`config.mk`:
```
export PLATFORM = sky130hd
export DESIGN_NAME = pel_clock_ctrl
export DESIGN_NICKNAME = d
export VERILOG_FILES = /design/src/pel_clock_ctrl.v /design/src/pel_pin_sync.v /design/src/pel_rate_gen.v
export VERILOG_INCLUDE_DIRS = /design/src
export SDC_FILE = /design/constraint.sdc
export NUM_CORES = 1
export LEC_CHECK = 0
export ABC_AREA = 0
export BUFFER_PORTS_ARGS = -buffer_cell sky130_fd_sc_hd__buf_2
export CAP_MARGIN = 30
export CORE_ASPECT_RATIO = 0.6
export CORE_MARGIN = 5
export CORE_UTILIZATION = 45
export CTS_CLUSTER_SIZE = 8
export DETAILED_ROUTE_END_ITERATION = 6
export PLACE_DENSITY = 0.69
export REMOVE_ABC_BUFFERS = 1
export SYNTH_ARGS = -nofsm -noshare
export SYNTH_HDL_FRONTEND = slang
export SYNTH_HIERARCHICAL = 1
export SYNTH_SLANG_ARGS = --single-unit
```
`constraint.sdc`:
```
create_clock -name clk -period 4.5 [get_ports clk]
set_input_delay 0.225 -clock clk [delete_from_list [all_inputs] [get_ports clk]]
set_output_delay 0.225 -clock clk [all_outputs]
set_load 0.03 [all_outputs]
```
`src/pel_map.vh`:
```
// register map, field layout and timing constants for the clock synthesizer control
// Operation
// - bit 0 of source register: 0 routes master pin to core, 1 the synthesizer
// - synthesizer never tries to lock while the run bit is cleared
// - run bit cleared means no synthesizer clock, dependent clocks go idle
// - staged divider, source and aux settings take effect only on run rising edge
// - read-only lock flag in bit 0 of the lock register, resets to zero
// - lock needs stable input, sane dividers, run bit set and settle time passed
// - aux rate field bits 2:1, code 00 gives the prescaler output rate
// - aux rates scale with whatever input clock family feeds the prescaler
// - aux rate codes 01, 10, 11 give two, four, eight times prescaler rate
// - aux drive bit 0 drives the aux pin, cleared leaves it high impedance
// - staged feedback divider is seven bits, multiplies input, resets to 0x60
// - staged prescale code divides master clock by 1, 2, 4 or 8
`ifndef PEL_MAP_VH
`define PEL_MAP_VH
`define PEL_ADDR_W 16
`define PEL_DATA_W 16
`define PEL_OFS_FEEDBACK 16'hf000
`define PEL_OFS_PRESCALE 16'hf001
`define PEL_OFS_SOURCE 16'hf002
`define PEL_OFS_RUN 16'hf003
`define PEL_OFS_LOCK 16'hf004
`define PEL_OFS_AUX 16'hf005
`define PEL_FB_W 7
`define PEL_FB_RESET 7'h60
`define PEL_FB_ZERO 7'h00
`define PEL_DIV_W 2
`define PEL_DIV_RESET 2'h0
`define PEL_DIV_BY1 2'h0
`define PEL_DIV_BY2 2'h1
`define PEL_DIV_BY4 2'h2
`define PEL_DIV_BY8 2'h3
`define PEL_PRE_W 3
`define PEL_PRE_LAST1 3'h0
`define PEL_PRE_LAST2 3'h1
`define PEL_PRE_LAST4 3'h3
`define PEL_PRE_LAST8 3'h7
`define PEL_SRC_RESET 1'h0
`define PEL_SRC_PIN 1'h0
`define PEL_RUN_RESET 1'h0
`define PEL_LOCK_RESET 1'h0
`define PEL_AUX_W 3
`define PEL_AUX_RESET 3'h0
`define PEL_BIT_RUN 0
`define PEL_BIT_SRC 0
`define PEL_BIT_DRIVE 0
`define PEL_RATE_HI 2
`define PEL_RATE_LO 1
`define PEL_RATE_X1 2'h0
`define PEL_RATE_X2 2'h1
`define PEL_RATE_X4 2'h2
`define PEL_RATE_X8 2'h3
`define PEL_INC_W 11
`define PEL_AUX_STEP_X1 11'h002
`define PEL_AUX_STEP_X2 11'h004
`define PEL_AUX_STEP_X4 11'h008
`define PEL_AUX_STEP_X8 11'h010
`define PEL_PER_W 16
`define PEL_PER_ZERO 16'h0000
`define PEL_PER_ONE 16'h0001
`define PEL_PER_MAX 16'hffff
`define PEL_PER_TOL 16'h0002
`define PEL_ACC_W 17
`define PEL_STB_W 4
`define PEL_STABLE_TICKS 4'h8
`define PEL_CLK_PERIOD_NS 8
`define PEL_SETTLE_NS 20000
`define PEL_SETTLE_CYC ((`PEL_SETTLE_NS + `PEL_CLK_PERIOD_NS - 1) / `PEL_CLK_PERIOD_NS)
`define PEL_SETTLE_W 12
`endif

```
`src/pel_clock_ctrl.v`:
```
// clock synthesizer control: staged settings, lock detect, core and aux clock enables
`timescale 1ns/1ns
`default_nettype none
`include "pel_map.vh"
module pel_clock_ctrl (
  input wire clk,
  input wire rst_b,
  input wire master_clock_pin,
  input wire [`PEL_ADDR_W-1:0] reg_addr,
  input wire [`PEL_DATA_W-1:0] reg_wdata,
  input wire reg_we,
  input wire reg_re,
  output reg [`PEL_DATA_W-1:0] reg_rdata,
  output reg core_clock_en,
  output wire synth_clock_en,
  output reg synth_locked,
  output reg aux_clock_pin_out,
  output reg aux_clock_pin_oe_b
);
  localparam integer SETTLE_CYC = `PEL_SETTLE_CYC;
  localparam [`PEL_SETTLE_W-1:0] SETTLE_LAST = SETTLE_CYC[`PEL_SETTLE_W-1:0];

  // staged registers, written by software
  reg [`PEL_FB_W-1:0] feedback_div_reg;
  reg [`PEL_DIV_W-1:0] prescale_reg;
  reg core_source_reg;
  reg run_bit;
  reg [`PEL_AUX_W-1:0] aux_reg;

  // applied settings, loaded on run rising edge
  reg [`PEL_FB_W-1:0] synth_feedback_div;
  reg [`PEL_DIV_W-1:0] act_prescale;
  reg core_source_sel;
  reg aux_clock_drive;
  reg [`PEL_DIV_W-1:0] aux_clock_rate;
  reg run_prev;
  wire run_rise;

  // input path
  wire master_level;
  wire master_tick;
  reg [`PEL_PRE_W-1:0] pre_cnt;
  reg [`PEL_PRE_W-1:0] pre_last;
  reg prescale_tick;

  // period measurement and lock
  reg [`PEL_PER_W-1:0] per_cnt;
  reg [`PEL_PER_W-1:0] per_last;
  wire [`PEL_PER_W-1:0] per_new;
  wire [`PEL_PER_W-1:0] per_diff;
  wire per_close;
  reg [`PEL_STB_W-1:0] stable_cnt;
  wire input_stable;
  wire cfg_ok;
  wire lock_cond;
  reg [`PEL_SETTLE_W-1:0] settle_cnt;
  wire next_locked;

  // generators
  wire synth_run;
  wire aux_run;
  wire aux_pulse;
  reg [`PEL_INC_W-1:0] aux_step;
  wire [`PEL_INC_W-1:0] synth_step;

  // write decode
  wire wr_feedback;
  wire wr_prescale;
  wire wr_source;
  wire wr_run;
  wire wr_aux;
  assign wr_feedback = reg_we && (reg_addr == `PEL_OFS_FEEDBACK);
  assign wr_prescale = reg_we && (reg_addr == `PEL_OFS_PRESCALE);
  assign wr_source = reg_we && (reg_addr == `PEL_OFS_SOURCE);
  assign wr_run = reg_we && (reg_addr == `PEL_OFS_RUN);
  assign wr_aux = reg_we && (reg_addr == `PEL_OFS_AUX);

  // staged register file
  always @(posedge clk) begin
    if (!rst_b) begin
      feedback_div_reg <= `PEL_FB_RESET;
      prescale_reg <= `PEL_DIV_RESET;
      core_source_reg <= `PEL_SRC_RESET;
      run_bit <= `PEL_RUN_RESET;
      aux_reg <= `PEL_AUX_RESET;
    end else begin
      if (wr_feedback) begin
        feedback_div_reg <= reg_wdata[`PEL_FB_W-1:0];
      end
      if (wr_prescale) begin
        prescale_reg <= reg_wdata[`PEL_DIV_W-1:0];
      end
      if (wr_source) begin
        core_source_reg <= reg_wdata[`PEL_BIT_SRC];
      end
      if (wr_run) begin
        run_bit <= reg_wdata[`PEL_BIT_RUN];
      end
      if (wr_aux) begin
        aux_reg <= reg_wdata[`PEL_AUX_W-1:0];
      end
    end
  end

  // staged values become active only on the run rising edge
  assign run_rise = run_bit & ~run_prev;
  always @(posedge clk) begin
    if (!rst_b) begin
      run_prev <= `PEL_RUN_RESET;
      synth_feedback_div <= `PEL_FB_RESET;
      act_prescale <= `PEL_DIV_RESET;
      core_source_sel <= `PEL_SRC_RESET;
      aux_clock_drive <= 1'b0;
      aux_clock_rate <= `PEL_RATE_X1;
    end else begin
      run_prev <= run_bit;
      if (run_rise) begin
        synth_feedback_div <= feedback_div_reg;
        act_prescale <= prescale_reg;
        core_source_sel <= core_source_reg;
        aux_clock_drive <= aux_reg[`PEL_BIT_DRIVE];
        aux_clock_rate <= aux_reg[`PEL_RATE_HI:`PEL_RATE_LO];
      end
    end
  end

  pel_pin_sync u_master_sync (
    .clk(clk),
    .rst_b(rst_b),
    .pin(master_clock_pin),
    .level(master_level),
    .rise(master_tick)
  );

  // prescale divider terminal count
  always @* begin
    case (act_prescale)
      `PEL_DIV_BY1: pre_last = `PEL_PRE_LAST1;
      `PEL_DIV_BY2: pre_last = `PEL_PRE_LAST2;
      `PEL_DIV_BY4: pre_last = `PEL_PRE_LAST4;
      `PEL_DIV_BY8: pre_last = `PEL_PRE_LAST8;
      default: pre_last = `PEL_PRE_LAST1;
    endcase
  end

  // prescaler held idle while not running
  always @(posedge clk) begin
    if (!rst_b) begin
      pre_cnt <= {`PEL_PRE_W{1'b0}};
      prescale_tick <= 1'b0;
    end else if (!run_bit) begin
      pre_cnt <= {`PEL_PRE_W{1'b0}};
      prescale_tick <= 1'b0;
    end else if (master_tick) begin
      if (pre_cnt >= pre_last) begin
        pre_cnt <= {`PEL_PRE_W{1'b0}};
        prescale_tick <= 1'b1;
      end else begin
        pre_cnt <= pre_cnt + {{(`PEL_PRE_W-1){1'b0}}, 1'b1};
        prescale_tick <= 1'b0;
      end
    end else begin
      prescale_tick <= 1'b0;
    end
  end

  // input period in clk cycles and its stability
  assign per_new = per_cnt + `PEL_PER_ONE;
  assign per_diff = (per_new > per_last) ? (per_new - per_last) : (per_last - per_new);
  assign per_close = (per_last != `PEL_PER_ZERO) && (per_diff <= `PEL_PER_TOL);
  always @(posedge clk) begin
    if (!rst_b) begin
      per_cnt <= `PEL_PER_ZERO;
      per_last <= `PEL_PER_ZERO;
      stable_cnt <= {`PEL_STB_W{1'b0}};
    end else if (!run_bit) begin
      per_cnt <= `PEL_PER_ZERO;
      per_last <= `PEL_PER_ZERO;
      stable_cnt <= {`PEL_STB_W{1'b0}};
    end else if (prescale_tick) begin
      per_cnt <= `PEL_PER_ZERO;
      per_last <= per_new;
      if (!per_close) begin
        stable_cnt <= {`PEL_STB_W{1'b0}};
      end else if (stable_cnt != `PEL_STABLE_TICKS) begin
        stable_cnt <= stable_cnt + {{(`PEL_STB_W-1){1'b0}}, 1'b1};
      end
    end else if (per_cnt == `PEL_PER_MAX) begin
      // input clock lost
      per_cnt <= `PEL_PER_ZERO;
      per_last <= `PEL_PER_ZERO;
      stable_cnt <= {`PEL_STB_W{1'b0}};
    end else begin
      per_cnt <= per_new;
    end
  end

  // lock qualification and settle timer
  assign input_stable = (stable_cnt == `PEL_STABLE_TICKS);
  assign cfg_ok = (synth_feedback_div != `PEL_FB_ZERO);
  assign lock_cond = run_bit && input_stable && cfg_ok;
  always @(posedge clk) begin
    if (!rst_b) begin
      settle_cnt <= {`PEL_SETTLE_W{1'b0}};
    end else if (!lock_cond) begin
      settle_cnt <= {`PEL_SETTLE_W{1'b0}};
    end else if (settle_cnt != SETTLE_LAST) begin
      settle_cnt <= settle_cnt + {{(`PEL_SETTLE_W-1){1'b0}}, 1'b1};
    end
  end
  assign next_locked = lock_cond && (settle_cnt == SETTLE_LAST);
  always @(posedge clk) begin
    if (!rst_b) begin
      synth_locked <= `PEL_LOCK_RESET;
    end else begin
      synth_locked <= next_locked;
    end
  end

  // synthesized clock: feedback divider times the prescaled input
  assign synth_run = run_bit && (per_last != `PEL_PER_ZERO);
  assign synth_step = {{(`PEL_INC_W-`PEL_FB_W){1'b0}}, synth_feedback_div};
  pel_rate_gen u_synth_gen (
    .clk(clk),
    .rst_b(rst_b),
    .run(synth_run),
    .step(synth_step),
    .modulus(per_last),
    .pulse(synth_clock_en)
  );

  // core clock source mux
  always @(posedge clk) begin
    if (!rst_b) begin
      core_clock_en <= 1'b0;
    end else if (core_source_sel == `PEL_SRC_PIN) begin
      core_clock_en <= master_tick;
    end else begin
      core_clock_en <= synth_clock_en;
    end
  end

  // aux clock: two toggles per output period, relative to prescaler rate
  always @* begin
    case (aux_clock_rate)
      `PEL_RATE_X1: aux_step = `PEL_AUX_STEP_X1;
      `PEL_RATE_X2: aux_step = `PEL_AUX_STEP_X2;
      `PEL_RATE_X4: aux_step = `PEL_AUX_STEP_X4;
      `PEL_RATE_X8: aux_step = `PEL_AUX_STEP_X8;
      default: aux_step = `PEL_AUX_STEP_X1;
    endcase
  end
  // measured period tracks the input family
  assign aux_run = run_bit && aux_clock_drive && (per_last != `PEL_PER_ZERO);
  pel_rate_gen u_aux_gen (
    .clk(clk),
    .rst_b(rst_b),
    .run(aux_run),
    .step(aux_step),
    .modulus(per_last),
    .pulse(aux_pulse)
  );
  always @(posedge clk) begin
    if (!rst_b) begin
      aux_clock_pin_out <= 1'b0;
      aux_clock_pin_oe_b <= 1'b1;
    end else begin
      aux_clock_pin_oe_b <= ~aux_clock_drive;
      if (!aux_run) begin
        aux_clock_pin_out <= 1'b0;
      end else if (aux_pulse) begin
        aux_clock_pin_out <= ~aux_clock_pin_out;
      end
    end
  end

  // read port, data valid in the cycle after the strobe only
  always @(posedge clk) begin
    if (!rst_b) begin
      reg_rdata <= {`PEL_DATA_W{1'b0}};
    end else if (reg_re) begin
      case (reg_addr)
        `PEL_OFS_FEEDBACK: reg_rdata <= {{(`PEL_DATA_W-`PEL_FB_W){1'b0}}, feedback_div_reg};
        `PEL_OFS_PRESCALE: reg_rdata <= {{(`PEL_DATA_W-`PEL_DIV_W){1'b0}}, prescale_reg};
        `PEL_OFS_SOURCE: reg_rdata <= {{(`PEL_DATA_W-1){1'b0}}, core_source_reg};
        `PEL_OFS_RUN: reg_rdata <= {{(`PEL_DATA_W-1){1'b0}}, run_bit};
        `PEL_OFS_LOCK: reg_rdata <= {{(`PEL_DATA_W-1){1'b0}}, synth_locked};
        `PEL_OFS_AUX: reg_rdata <= {{(`PEL_DATA_W-`PEL_AUX_W){1'b0}}, aux_reg};
        default: reg_rdata <= {`PEL_DATA_W{1'b0}};
      endcase
    end else begin
      reg_rdata <= {`PEL_DATA_W{1'b0}};
    end
  end
endmodule // pel_clock_ctrl
`default_nettype wire

```
`src/pel_pin_sync.v`:
```
// two-flop pin synchronizer with rising edge pulse
`timescale 1ns/1ns
`default_nettype none
module pel_pin_sync (
  input wire clk,
  input wire rst_b,
  input wire pin,
  output wire level,
  output wire rise
);
  reg stage1;
  reg stage2;
  reg stage3;
  always @(posedge clk) begin
    if (!rst_b) begin
      stage1 <= 1'b0;
      stage2 <= 1'b0;
      stage3 <= 1'b0;
    end else begin
      stage1 <= pin;
      stage2 <= stage1;
      stage3 <= stage2;
    end
  end
  assign level = stage2;
  assign rise = stage2 & ~stage3;
endmodule // pel_pin_sync
`default_nettype wire

```
`src/pel_rate_gen.v`:
```
// phase accumulator making step pulses per modulus clock cycles
`timescale 1ns/1ns
`default_nettype none
`include "pel_map.vh"
module pel_rate_gen (
  input wire clk,
  input wire rst_b,
  input wire run,
  input wire [`PEL_INC_W-1:0] step,
  input wire [`PEL_PER_W-1:0] modulus,
  output reg pulse
);
  reg [`PEL_ACC_W-1:0] acc;
  wire [`PEL_ACC_W-1:0] step_w;
  wire [`PEL_ACC_W-1:0] mod_w;
  wire [`PEL_ACC_W-1:0] sum;
  wire [`PEL_ACC_W-1:0] diff;
  assign step_w = {{(`PEL_ACC_W-`PEL_INC_W){1'b0}}, step};
  assign mod_w = {{(`PEL_ACC_W-`PEL_PER_W){1'b0}}, modulus};
  assign sum = acc + step_w;
  assign diff = sum - mod_w;
  always @(posedge clk) begin
    if (!rst_b) begin
      acc <= {`PEL_ACC_W{1'b0}};
      pulse <= 1'b0;
    end else if (!run || modulus == `PEL_PER_ZERO) begin
      acc <= {`PEL_ACC_W{1'b0}};
      pulse <= 1'b0;
    end else if (sum >= mod_w) begin
      // rate above clk saturates at one pulse per cycle
      acc <= (diff >= mod_w) ? {`PEL_ACC_W{1'b0}} : diff;
      pulse <= 1'b1;
    end else begin
      acc <= sum;
      pulse <= 1'b0;
    end
  end
endmodule // pel_rate_gen
`default_nettype wire

```
==> results of run 1 <==
==> cells in the final DEF, fill, tap and decap left out, types with 9 or more instances in the layout <==
cell type,Yosys,final
ha_4,0,14
nand2_1,97,95
o31ai_4,0,9
a21oi_1,77,64
nor2_1,103,96
dfxtp_1,130,122
nand2b_1,15,13
inv_1,122,118
nand3_1,39,39
o21ai_0,41,30
conb_1,3,22
ha_1,126,110
o21ai_1,9,14
a32o_1,16,15
o21a_1,15,15
nor4_1,20,20
and2_1,15,14
o22ai_1,18,17
nor2b_1,30,26
a21boi_0,16,14
mux2i_1,20,20
buf_4,10,221
xnor2_2,1,14
xor2_1,30,27
buf_2,3,39
xnor2_1,59,46
o21bai_1,10,10
and3_1,13,12
nor3_1,17,14
clkbuf_16,0,18
nand4_1,25,25
a21oi_2,4,12
a21o_1,27,26
==> final timing paths <==
check                                           end  slack (ns)
worst max-delay path             u_synth_gen/acc[1]       -0.38
worst min-delay path            feedback_div_reg[5]        0.06
worst max register to register   u_synth_gen/acc[1]       -0.38
worst min register to register  u_master_sync/level        0.44
==> stage by stage <==
stage	area, µm²	power [µW]	hold slack, ns	util (%)
after floorplan	10500	1330	0.287	-
after global placement	12600	1440	0.425	54.4
after detailed placement	12700	1450	0.426	54.5
after CTS	14000	3020	0.0401	60.4
after global routing	14500	3150	0.0577	62.2
final	14500	3040	0.0627	62.2
==> synth_stat cells (all sizes together), types with 28 or more instances <==
cell / instances / share of area, %
dfxtp: 130 / 24
ha: 126 / 15
inv: 123 / 4.3
nor2: 103 / 3.6
nand2: 98 / 3.5
a21oi: 82 / 4.1
xnor2: 60 / 5.0
o21ai: 51 / 2.5
nand3: 39 / 1.8
nor2b: 32 / 2.0
xor2: 30 / 2.5
a21o: 28 / 2.0
==> metal layers <==
layer | GRT usage (%) | share of wire (%)
met3 | 4.91 | 8.0
met4 | 5.37 | 1.6
met2 | 35.0 | 41
met1 | 37.0 | 50
met5 | 0 | 0
==> worst max-delay path, cell delays in order (launching register included) <==
cell	delay, ns
dfxtp_2	0.35
ha_4	0.13
inv_2	0.04
fa_2	0.40
nor2b_4	0.14
o31a_4	0.17
o221a_4	0.23
nor2_4	0.04
xnor2_2	0.15
ha_4	0.31
buf_6	0.11
nand2_2	0.05
o21ai_2	0.18
a21oi_2	0.07
o21bai_1	0.14
a21oi_1	0.09
xnor2_1	0.25
ha_1	0.29
a211o_1	0.33
nor3_2	0.18
o311a_1	0.24
nor3_2	0.07
a2111oi_4	0.35
buf_4	0.20
clkbuf_16	0.15
a32o_1	0.16
==> power by group through the flow <==
stage	Combinational, µW	Sequential (µW)	Clock (µW)
floorplan	149	1180	0
global placement	262	1180	0
detailed placement	266	1180	0
CTS	297	1150	1570
global route	361	1150	1630
finish	335	1150	1550
==> cells by family (layout without fill, tap and decap cells) <==
group | count (synthesis) | after routing | synth area share, %
fa+ha+maj | 132 | 132 | 15.9
simple gates | 421 | 421 | 20.3
other cells | 3 | 22 | 0.105
flops | 130 | 130 | 24.3
mux | 24 | 24 | 2.36
xor+xnor | 90 | 90 | 7.44
buf+inv | 161 | 427 | 6.60
compound gates | 336 | 336 | 23.0
==> area by class of cell <==
| class | instances | area, µm² |
|---|---|---|
| fill | 1960 | 8780 |
| multi-input combinational | 1025 | 8290 |
| sequential | 130 | 2620 |
| timing repair buffer | 272 | 2040 |
| inverter | 123 | 462 |
| clock buffer | 18 | 439 |
| tap | 315 | 394 |
| clock inverter | 14 | 214 |
==> timing repair <==
item,4_1_cts,5_1_grt
endpoints found under the setup margin,32,36
hold buffers,1,0
gates cloned,2,0
hold endpoints to repair,1,0
setup buffers,18,12
pin swaps,28,59
gates resized for setup,93,82
==> results.md, run 1 <==
* Status: complete, but fails checks
* Failing checks: negative setup slack
* CTS tree: done
* Die width at 209 µm
* Critical path arrival at between 5 and 6 ns
* Slew Viols, Final at 0
* Global-route wire length before repair at 53.5 mm
* Sequential power share at 38.0%
* Clock group share of total power at about half
* Initial DRC count at between 900 and 1,000
* Leading registers by flop count: u_aux_gen/acc: 17 flops, u_synth_gen/acc: 17 flops
* Leakage power at 0.00628 µW
* Area added between synthesis and finish at 35.3%
* Dominant synthesized flop cell: dfxtp_1
* Period Utilization, post-route at 108%
* Synth warnings at 6
* Launch point of the worst path: synth_feedback_div[0]
* Layout cells sized above 1 at 29.1%
* Port Buffers at 39
* Routed Antenna Nets at 0
* Internal Power at 2270 µW
* Hold Vio Cnt, Final at 0
* Avg Inst Size Synth at 8.24 µm²
* GR Overflow Total at 0
* Largest net degree at the start of global routing at 36
* Vias in the first global route at 10,200
* Net Sw Frac at between 20% and 30%
* Chip height at 129 µm
* Synth unique cells at 95
* Final setup fails at 32
* Gpl congestion at 0.932
* Die area at 0.0270 mm²
* Setup crit end kind: flop
* DRT Pass-1 Iters at 5
* Total CTS buffers at 17
* Nets@finish at 1,738
* F_max at 205 MHz
* Number of flops mapped to enable cells by yosys at 0
* Setup total negative slack at -10.08 ns
* Setup WS post-layout at -0.378 ns
* Vias at 10,800
* Cells on Worst Hold Path at 3
* R2r startpoint: synth_feedback_div[0]
* Post-place setup slack at -0.932 ns
* Total wire length at 33.5 mm
* Worst-margin pin slew at 0.958 ns
* CTS root buffer: clkbuf_16
* Clk_lat worst skew at 0.43 ns
* Ys async rst share at 0%
* Initial Util at 46.0%
* Core area at 0.0232 mm²
* CTS Buffer Depth at 2
* Non-filler instance count after layout at between 1,500 and 2,000
* Cells after synthesis at roughly 1,300
* # diodes at 0
* Psw at 766 µW
* Synth Register Bits at between 100 and 150
* Critical path class: reg -> reg
* Drt drc at 0
* I/O pins at 58
* Minimum clock period at a little under 5 ns
* Seq/Total Area, Yosys at 24.3%
* Pwr dens at 210 mW/mm²
* Worst EP required at 4.87 ns
* Cell Area, Synth at 0.0107 mm²
* Initial antenna violation count at 0
* Drt via density at 5.67
* Worst reg-to-reg path cell count at 25
* Critical path fanouts, max at 8
* Drt wl/cell at 17.7 µm
* Hold Path Origin: reg_wdata[5]
* Num rows at 43
* CP Launch Type: flop
* Post-detail-place hpwl at 24.6 mm
* RSZ-0062 raised after global routing: yes
* H-tree depth at 4
* Overall routing resource usage at 24.2%
* Clk_skew at 0.0102 ns
* Combinational Power Share at 11.0%
* Relative slew slack at 36.0%
* Hold Path Class: in -> reg
* Clk sinks at 130
* Worst IR drop on VDD at roughly 270 µV
* MaxCap Viol Count at 0
* Clk slew on worst S/H paths at 0.06 ns
* Inst Count DP at ~1,800
No activity file was read; power rests on OpenSTA's default activity.
==> run 2: changes to the inputs <==
Settings changed: CORE_MARGIN 5 to not set.
==> results.md, run 2 (synthesis results as in run 1) <==
* R2r startpoint: synth_feedback_div[5]
* Nets@finish at 1,742 (+0.23%)
* Post-route cell area at 0.0143 mm² (-1.2%)
* Port Buffers at 39 (unchanged)
* Commonest non-fill, non-tap cell in the layout: buf_4
* Post-detail-place hpwl at 24.7 mm (+0.18%)
* Drt wl/cell at 17.9 µm (+1.2%)
* Die area at 0.0244 mm² (-9.8%)
* Routed Antenna Nets at 0 (unchanged)
* Post-DP Area at 0.0126 mm² (-0.34%)
* Critical path fanouts, max at 8 (unchanged)
* Gpl congestion at 0.951 (+2.0%)
* FF-to-FF End: u_synth_gen/acc[2]
* Total CTS buffers at 17 (unchanged)
* Clk_lat worst skew at 0.44 ns (about the same)
* Hold Path Class: in -> reg
* RSZ-0062 raised after global routing: yes
* Layout cells sized above 1 at 28.6% (-0.56 points)
* Relative slew slack at 29.4% (-6.6 points)
* Worst EP required at 4.87 ns (about the same)
* Worst reg-to-reg path cell count at 23 (-8.0%)
* Drt via density at 5.72 (+1.0%)
* Max stage delay on crit path at 0.39 ns (about the same)
* CP Launch Type: flop
* Pwr dens at 203 mW/mm² (-3.3%)
* Area added between synthesis and finish at 33.6%
* Clk slew on worst S/H paths at 0.06 ns (about the same)
* Sequence of cells on the critical path: ha_4 -> o21a_1 -> o31a_1 -> o21ai_1 -> buf_4 -> a2111oi_4 -> buf_4 -> o21a_1 -> nor2_1 -> xnor2_1 -> ha_1 -> nand4_1 -> a2111o_1 -> and3b_2 -> o21bai_1 -> a21oi_2 -> xnor2_1 -> ha_1 -> buf_4 -> a2111oi_4 -> buf_4 -> clkbuf_16 -> a32o_1
* Critical path arrival at 5.33 ns (+0.08 ns)
* Crit path capture: u_synth_gen/acc[2]
* Vias in the first global route at 9,867 (-3.4%)
* Critical path class: reg -> reg
* Period Utilization, post-route at 110% (+1.7 points)
* H-tree depth at 4 (unchanged)
* Non-filler instance count after layout at 1,900 (+0.16%)
* CP Buf/Inv Count at 5 (+1)
* Minimum clock period at 4.95 ns (+0.0761 ns)
* Final setup fails at 32 (unchanged)
* Chip height at 121 µm (-6.2%)
* Initial antenna violation count at 0 (unchanged)
* Initial Util at 46.1% (+0.11 points)
* CTS Buffer Depth at 2 (unchanged)
* Launch point of the worst path: synth_feedback_div[5]
* CP max stage cell: a2111o_1
* Leading registers by flop count: u_aux_gen/acc: 17 flops, u_synth_gen/acc: 17 flops
* Hold Vio Cnt, Final at 0 (unchanged)
* Core area at 0.0232 mm² (-0.23%)
* Total wire length at 34.0 mm (+1.4%)
* Overall routing resource usage at 26.6% (+2.4 points)
* Failing checks: negative setup slack
* # diodes at 0 (unchanged)
* Vias at 10,900 (+1.2%)
* I/O pins at 58 (unchanged)
* CP most frequent cell: buf_4
* DR WL met2 at 14.1 mm (+3.9%)
* DRT Pass-1 Iters at 7 (+2)
* Global-route wire length before repair at 51.7 mm (-3.5%)
* MaxCap Viol Count at 0 (unchanged)
* Largest net degree at the start of global routing at 36 (unchanged)
* Setup WS post-layout at -0.454 ns (-0.0761 ns)
* Slew Viols, Final at 0 (unchanged)
* CTS tree: done
* WL met3 at 2.73 mm (+2.0%)
* Worst R2R Setup Slack at -0.45 ns (-0.08 ns)
* Post-cts hold buffer count at 0 (-1)
* DR top layer: met4
* Crit-path leading delay family: compound AO/OA/AOI/OAI gates
* Initial DRC count at 958 (-2.1%)
* Inst Count DP at 1,832 (-0.16%)
* F_max at 202 MHz (-1.5%)
* Die width at 201 µm (-3.8%)
* GR Overflow Total at 0 (unchanged)
* Most frequent cells in the layout: buf_4 (230), dfxtp_1 (122), inv_1 (117), ha_1 (112)
* FILL cells at 1,921 (-2.0%)
* Clk sinks at 130 (unchanged)
* M1 WL at 16.7 mm (about the same)
* Leakage power at 0.00620 µW (-1.2%)
* Drt drc at 0 (unchanged)
* Crit. path cell count at 23 (-8.0%)
* Clk_skew at 0.0167 ns (+0.00648 ns)
* Final core utilization at 61.6% (-0.63 points)
* Worst IR drop on VDD at 272 µV (about the same)
* Worst-margin pin slew at 1.06 ns (+0.0990 ns)
* Num rows at 43 (unchanged)
* Status: complete, but fails checks
* Setup crit end kind: flop
* CTS root buffer: clkbuf_16
## run 2: cell types whose count changed in the layout (fill, tap and decap cells not counted), sizes merged
cell and change:
dlygate4sd3 -1, buf +4, bufinv -2, clkinv +2
## run 2: metrics by stage
stage / setup slack (ns) / hold slack (ns) / total power [µW] / setup TNS, ns
2_1_floorplan: -0.332 / 0.287 / 1330 / -8.95
3_3_place_gp: -0.745 / 0.430 / 1440 / -20.76
3_5_place_dp: -0.924 / 0.440 / 1440 / -24.44
4_1_cts: -0.254 / 0.00316 / 2870 / -6.59
5_1_grt: -0.642 / 0.0110 / 2980 / -19.15
6_report: -0.454 / 0.00476 / 2900 / -13.76
## run 2: how the worst min path moves through the flow
stage,startpoint,slack (ns),depth (start not counted),endpoint
after floorplan,rst_b,0.29,1,feedback_div_reg[5]
after global placement,u_master_sync/stage1,0.43,1,u_master_sync/level
after detailed placement,master_clock_pin,0.44,2,u_master_sync/stage1
after CTS,master_clock_pin,0.003,2,u_master_sync/stage1
after global routing,master_clock_pin,0.01,2,u_master_sync/stage1
final,master_clock_pin,0.005,2,u_master_sync/stage1
## run 2: final cells by class
cell class	count	area (µm²)	share of cell area, %
sequential	130	2620	18.3
clock buffer	17	425	2.98
tap	315	394	2.76
timing repair buffer	276	2050	14.4
clock inverter	14	153	1.07
inverter	123	462	3.23
multi-input combinational	1025	8180	57.3
## run 2: what timing repair did
action / CTS / global route
pin swaps: 45 / 45
buffers inserted: 16 / 20
setup endpoints to repair: 32 / 36
endpoints found under the hold margin: 0 / 0
cloned: 2 / 0
gates resized for setup: 71 / 81
## run 2: power breakdown
group,switching [µW],internal (µW),leakage (µW)
Sequential,1.09,1150,0.00105
Clock,593,823,0.000285
Combinational,177,153,0.00487
## run 2: layer usage
metal / up-vias / global-route usage (%)
li1: 5196 / -
met5: - / 0
met4: 0 / 5.30
met2: 449 / 38.1
met3: 31 / 4.59
met1: 5199 / 40.8
==> run 3: changes to the inputs <==
Settings changed: ABC_AREA 0 to not set, BUFFER_PORTS_ARGS -buffer_cell sky130_fd_sc_hd__buf_2 to -buffer_cell sky130_fd_sc_hd__buf_4.
==> results.md, run 3 (synthesis results as in run 1) <==
* CTS root buffer: clkbuf_16
* Crit. path cell count at 25 (+8.7%)
* Crit path capture: u_synth_gen/acc[2]
* CP max stage cell: a2111oi_4
* Total wire length at 33.0 mm (-2.7%)
* Hold Vio Cnt, Final at 0 (unchanged)
* GR Overflow Total at 0 (unchanged)
* Vias in the first global route at 9,777 (-0.91%)
* Setup WS post-layout at -0.358 ns (+0.0968 ns)
* Gpl congestion at 0.922 (-3.0%)
* CP most frequent cell: buf_4
* Drt wl/cell at 17.6 µm (-1.7%)
* Layout cells sized above 1 at 29.1% (+0.54 points)
* Non-filler instance count after layout at 1,881 (-1.0%)
* Die area at 0.0244 mm² (unchanged)
* Routed Antenna Nets at 0 (unchanged)
* Chip height at 121 µm (unchanged)
* Relative slew slack at 33.2% (+3.8 points)
* CP Launch Type: flop
* Critical path class: reg -> reg
* Inst Count DP at 1,811 (-1.1%)
* Post-detail-place hpwl at 24.0 mm (-2.7%)
* Launch point of the worst path: synth_feedback_div[1]
* Worst-margin pin slew at 1.00 ns (-0.0573 ns)
* Drt via density at 5.62 (-1.8%)
* Overall routing resource usage at 26.1% (-0.46 points)
* Status: complete, but fails checks
* Core area at 0.0232 mm² (unchanged)
* Area occupied by multi-input gates at 0.00839 mm² (+2.5%)
* Commonest non-fill, non-tap cell in the layout: buf_4
* CTS tree: done
* Critical path fanouts, max at 8 (unchanged)
* DRT Pass-1 Iters at 5 (-2)
* Max stage delay on crit path at 0.36 ns (-0.03 ns)
* Initial Util at 46.1% (unchanged)
* Period Utilization, post-route at 108% (-2.2 points)
* Failing checks: negative setup slack
* # diodes at 0 (unchanged)
* Clk slew on worst S/H paths at 0.07 ns (about the same)
* Crit-path leading delay family: compound AO/OA/AOI/OAI gates
* I/O pins at 58 (unchanged)
* Worst EP required at 4.87 ns (about the same)
* Worst reg-to-reg path cell count at 25 (+8.7%)
* Leakage power at 0.00620 µW (about the same)
* Global-route wire length before repair at 50.8 mm (-1.6%)
* Num rows at 43 (unchanged)
* Setup total negative slack at -9.72 ns (+4.04 ns)
* Worst IR drop on VDD at 285 µV (+5.0%)
* MaxCap Viol Count at 0 (unchanged)
* Minimum clock period at 4.86 ns (-0.0968 ns)
* Die width at 201 µm (unchanged)
* FILL cells at 1,901 (-1.0%)
* Total CTS buffers at 17 (unchanged)
* F_max at 206 MHz (+2.0%)
* Pwr dens at 202 mW/mm² (-0.31%)
* Hold Path Class: in -> reg
* Initial DRC count at 978 (+2.1%)
* Largest net degree at the start of global routing at 37 (+2.8%)
* Area added between synthesis and finish at 35.5%
* Initial antenna violation count at 0 (unchanged)
* Leading registers by flop count: u_aux_gen/acc: 17 flops, u_synth_gen/acc: 17 flops
* FF/Latch Area at 0.00262 mm² (about the same)
* Drt drc at 0 (unchanged)
* Final setup fails at 32 (unchanged)
* Critical path arrival at 5.22 ns (-0.11 ns)
* Most frequent cells in the layout: buf_4 (242), dfxtp_1 (123), inv_1 (118), ha_1 (105), nand2_1 (96)
* Worst R2R Setup Slack at -0.36 ns (+0.10 ns)
* Clk sinks at 130 (unchanged)
* Clk_lat worst skew at 0.43 ns (about the same)
* Setup crit end kind: flop
* CTS Buffer Depth at 2 (unchanged)
* CP Buf/Inv Count at 5 (unchanged)
* Nets@finish at 1,723 (-1.1%)
* Slew Viols, Final at 0 (unchanged)
* Clk_skew at 0.0112 ns (-0.00553 ns)
* R2r startpoint: synth_feedback_div[1]
* RSZ-0062 raised after global routing: yes
* FF-to-FF End: u_synth_gen/acc[2]
* Total power at 2930 µW (+1.1%)
* Vias at 10,600 (-2.7%)
* Port Buffers at 39 (unchanged)
* H-tree depth at 4 (unchanged)
[run 3: layer usage]
layer	vias up	part of all wire, %	track usage [%]
met1	4997	50	39.4
met5	-	0	0
met2	379	41	36.6
met3	45	7.4	5.69
met4	0	1.5	6.77
li1	5156	-	-
[run 3: worst min-delay path by stage]
stage | from | to | slack (ns) | cells past startpoint
finish | reg_wdata[6] | feedback_div_reg[6] | 0.02 | 3
global route | reg_wdata[6] | feedback_div_reg[6] | 0.03 | 3
CTS | reg_wdata[6] | feedback_div_reg[6] | 0.004 | 3
detailed placement | u_master_sync/stage1 | u_master_sync/level | 0.42 | 1
global placement | u_master_sync/stage1 | u_master_sync/level | 0.41 | 1
floorplan | rst_b | feedback_div_reg[5] | 0.29 | 1
[run 3: report_power, final]
group          total [µW]  internal (µW)  switching [µW]
sequential           1150           1150            1.10
combinational         359            173             186
clock                1420            840             579
[run 3: worst register-to-register path: cells and delay by family (launching register included)]
kind                       cells  cell delay [ns]
AOI/OAI and AO/OA             10             2.21
xor gates and xnor gates       2             0.28
adders and majority gates      3             0.74
buffers and inverters          5             0.71
DFF                            1             0.33
and+or+nand+nor                5             0.52
[run 3: metrics by stage]
stage | hold slack, ns | area, µm² | setup WS (ns) | utilization [%]
6_report | 0.0171 | 14500 | -0.358 | 62.5
3_3_place_gp | 0.413 | 12600 | -0.482 | 54.3
4_1_cts | 0.00429 | 13900 | -0.272 | 60.0
2_1_floorplan | 0.287 | 10500 | -0.332 | -
5_1_grt | 0.0280 | 14500 | -0.571 | 62.5
3_5_place_dp | 0.416 | 12600 | -0.612 | 54.3
[run 3: layout make-up]
cell class	count	share of cell area, %
clock buffer	18	3.03
clock inverter	13	1.04
inverter	123	3.19
multi-input combinational	1025	57.9
sequential	130	18.1
tap	315	2.72
timing repair buffer	257	14.0
[run 3: timing repair]
item                                    CTS  global route
hold buffers                              1             0
endpoints found under the setup margin   32            36
setup buffers                            24            15
gates cloned                              2             0
pin swaps                                70            72
endpoints found under the hold margin     1             0
resized for setup                        98            89
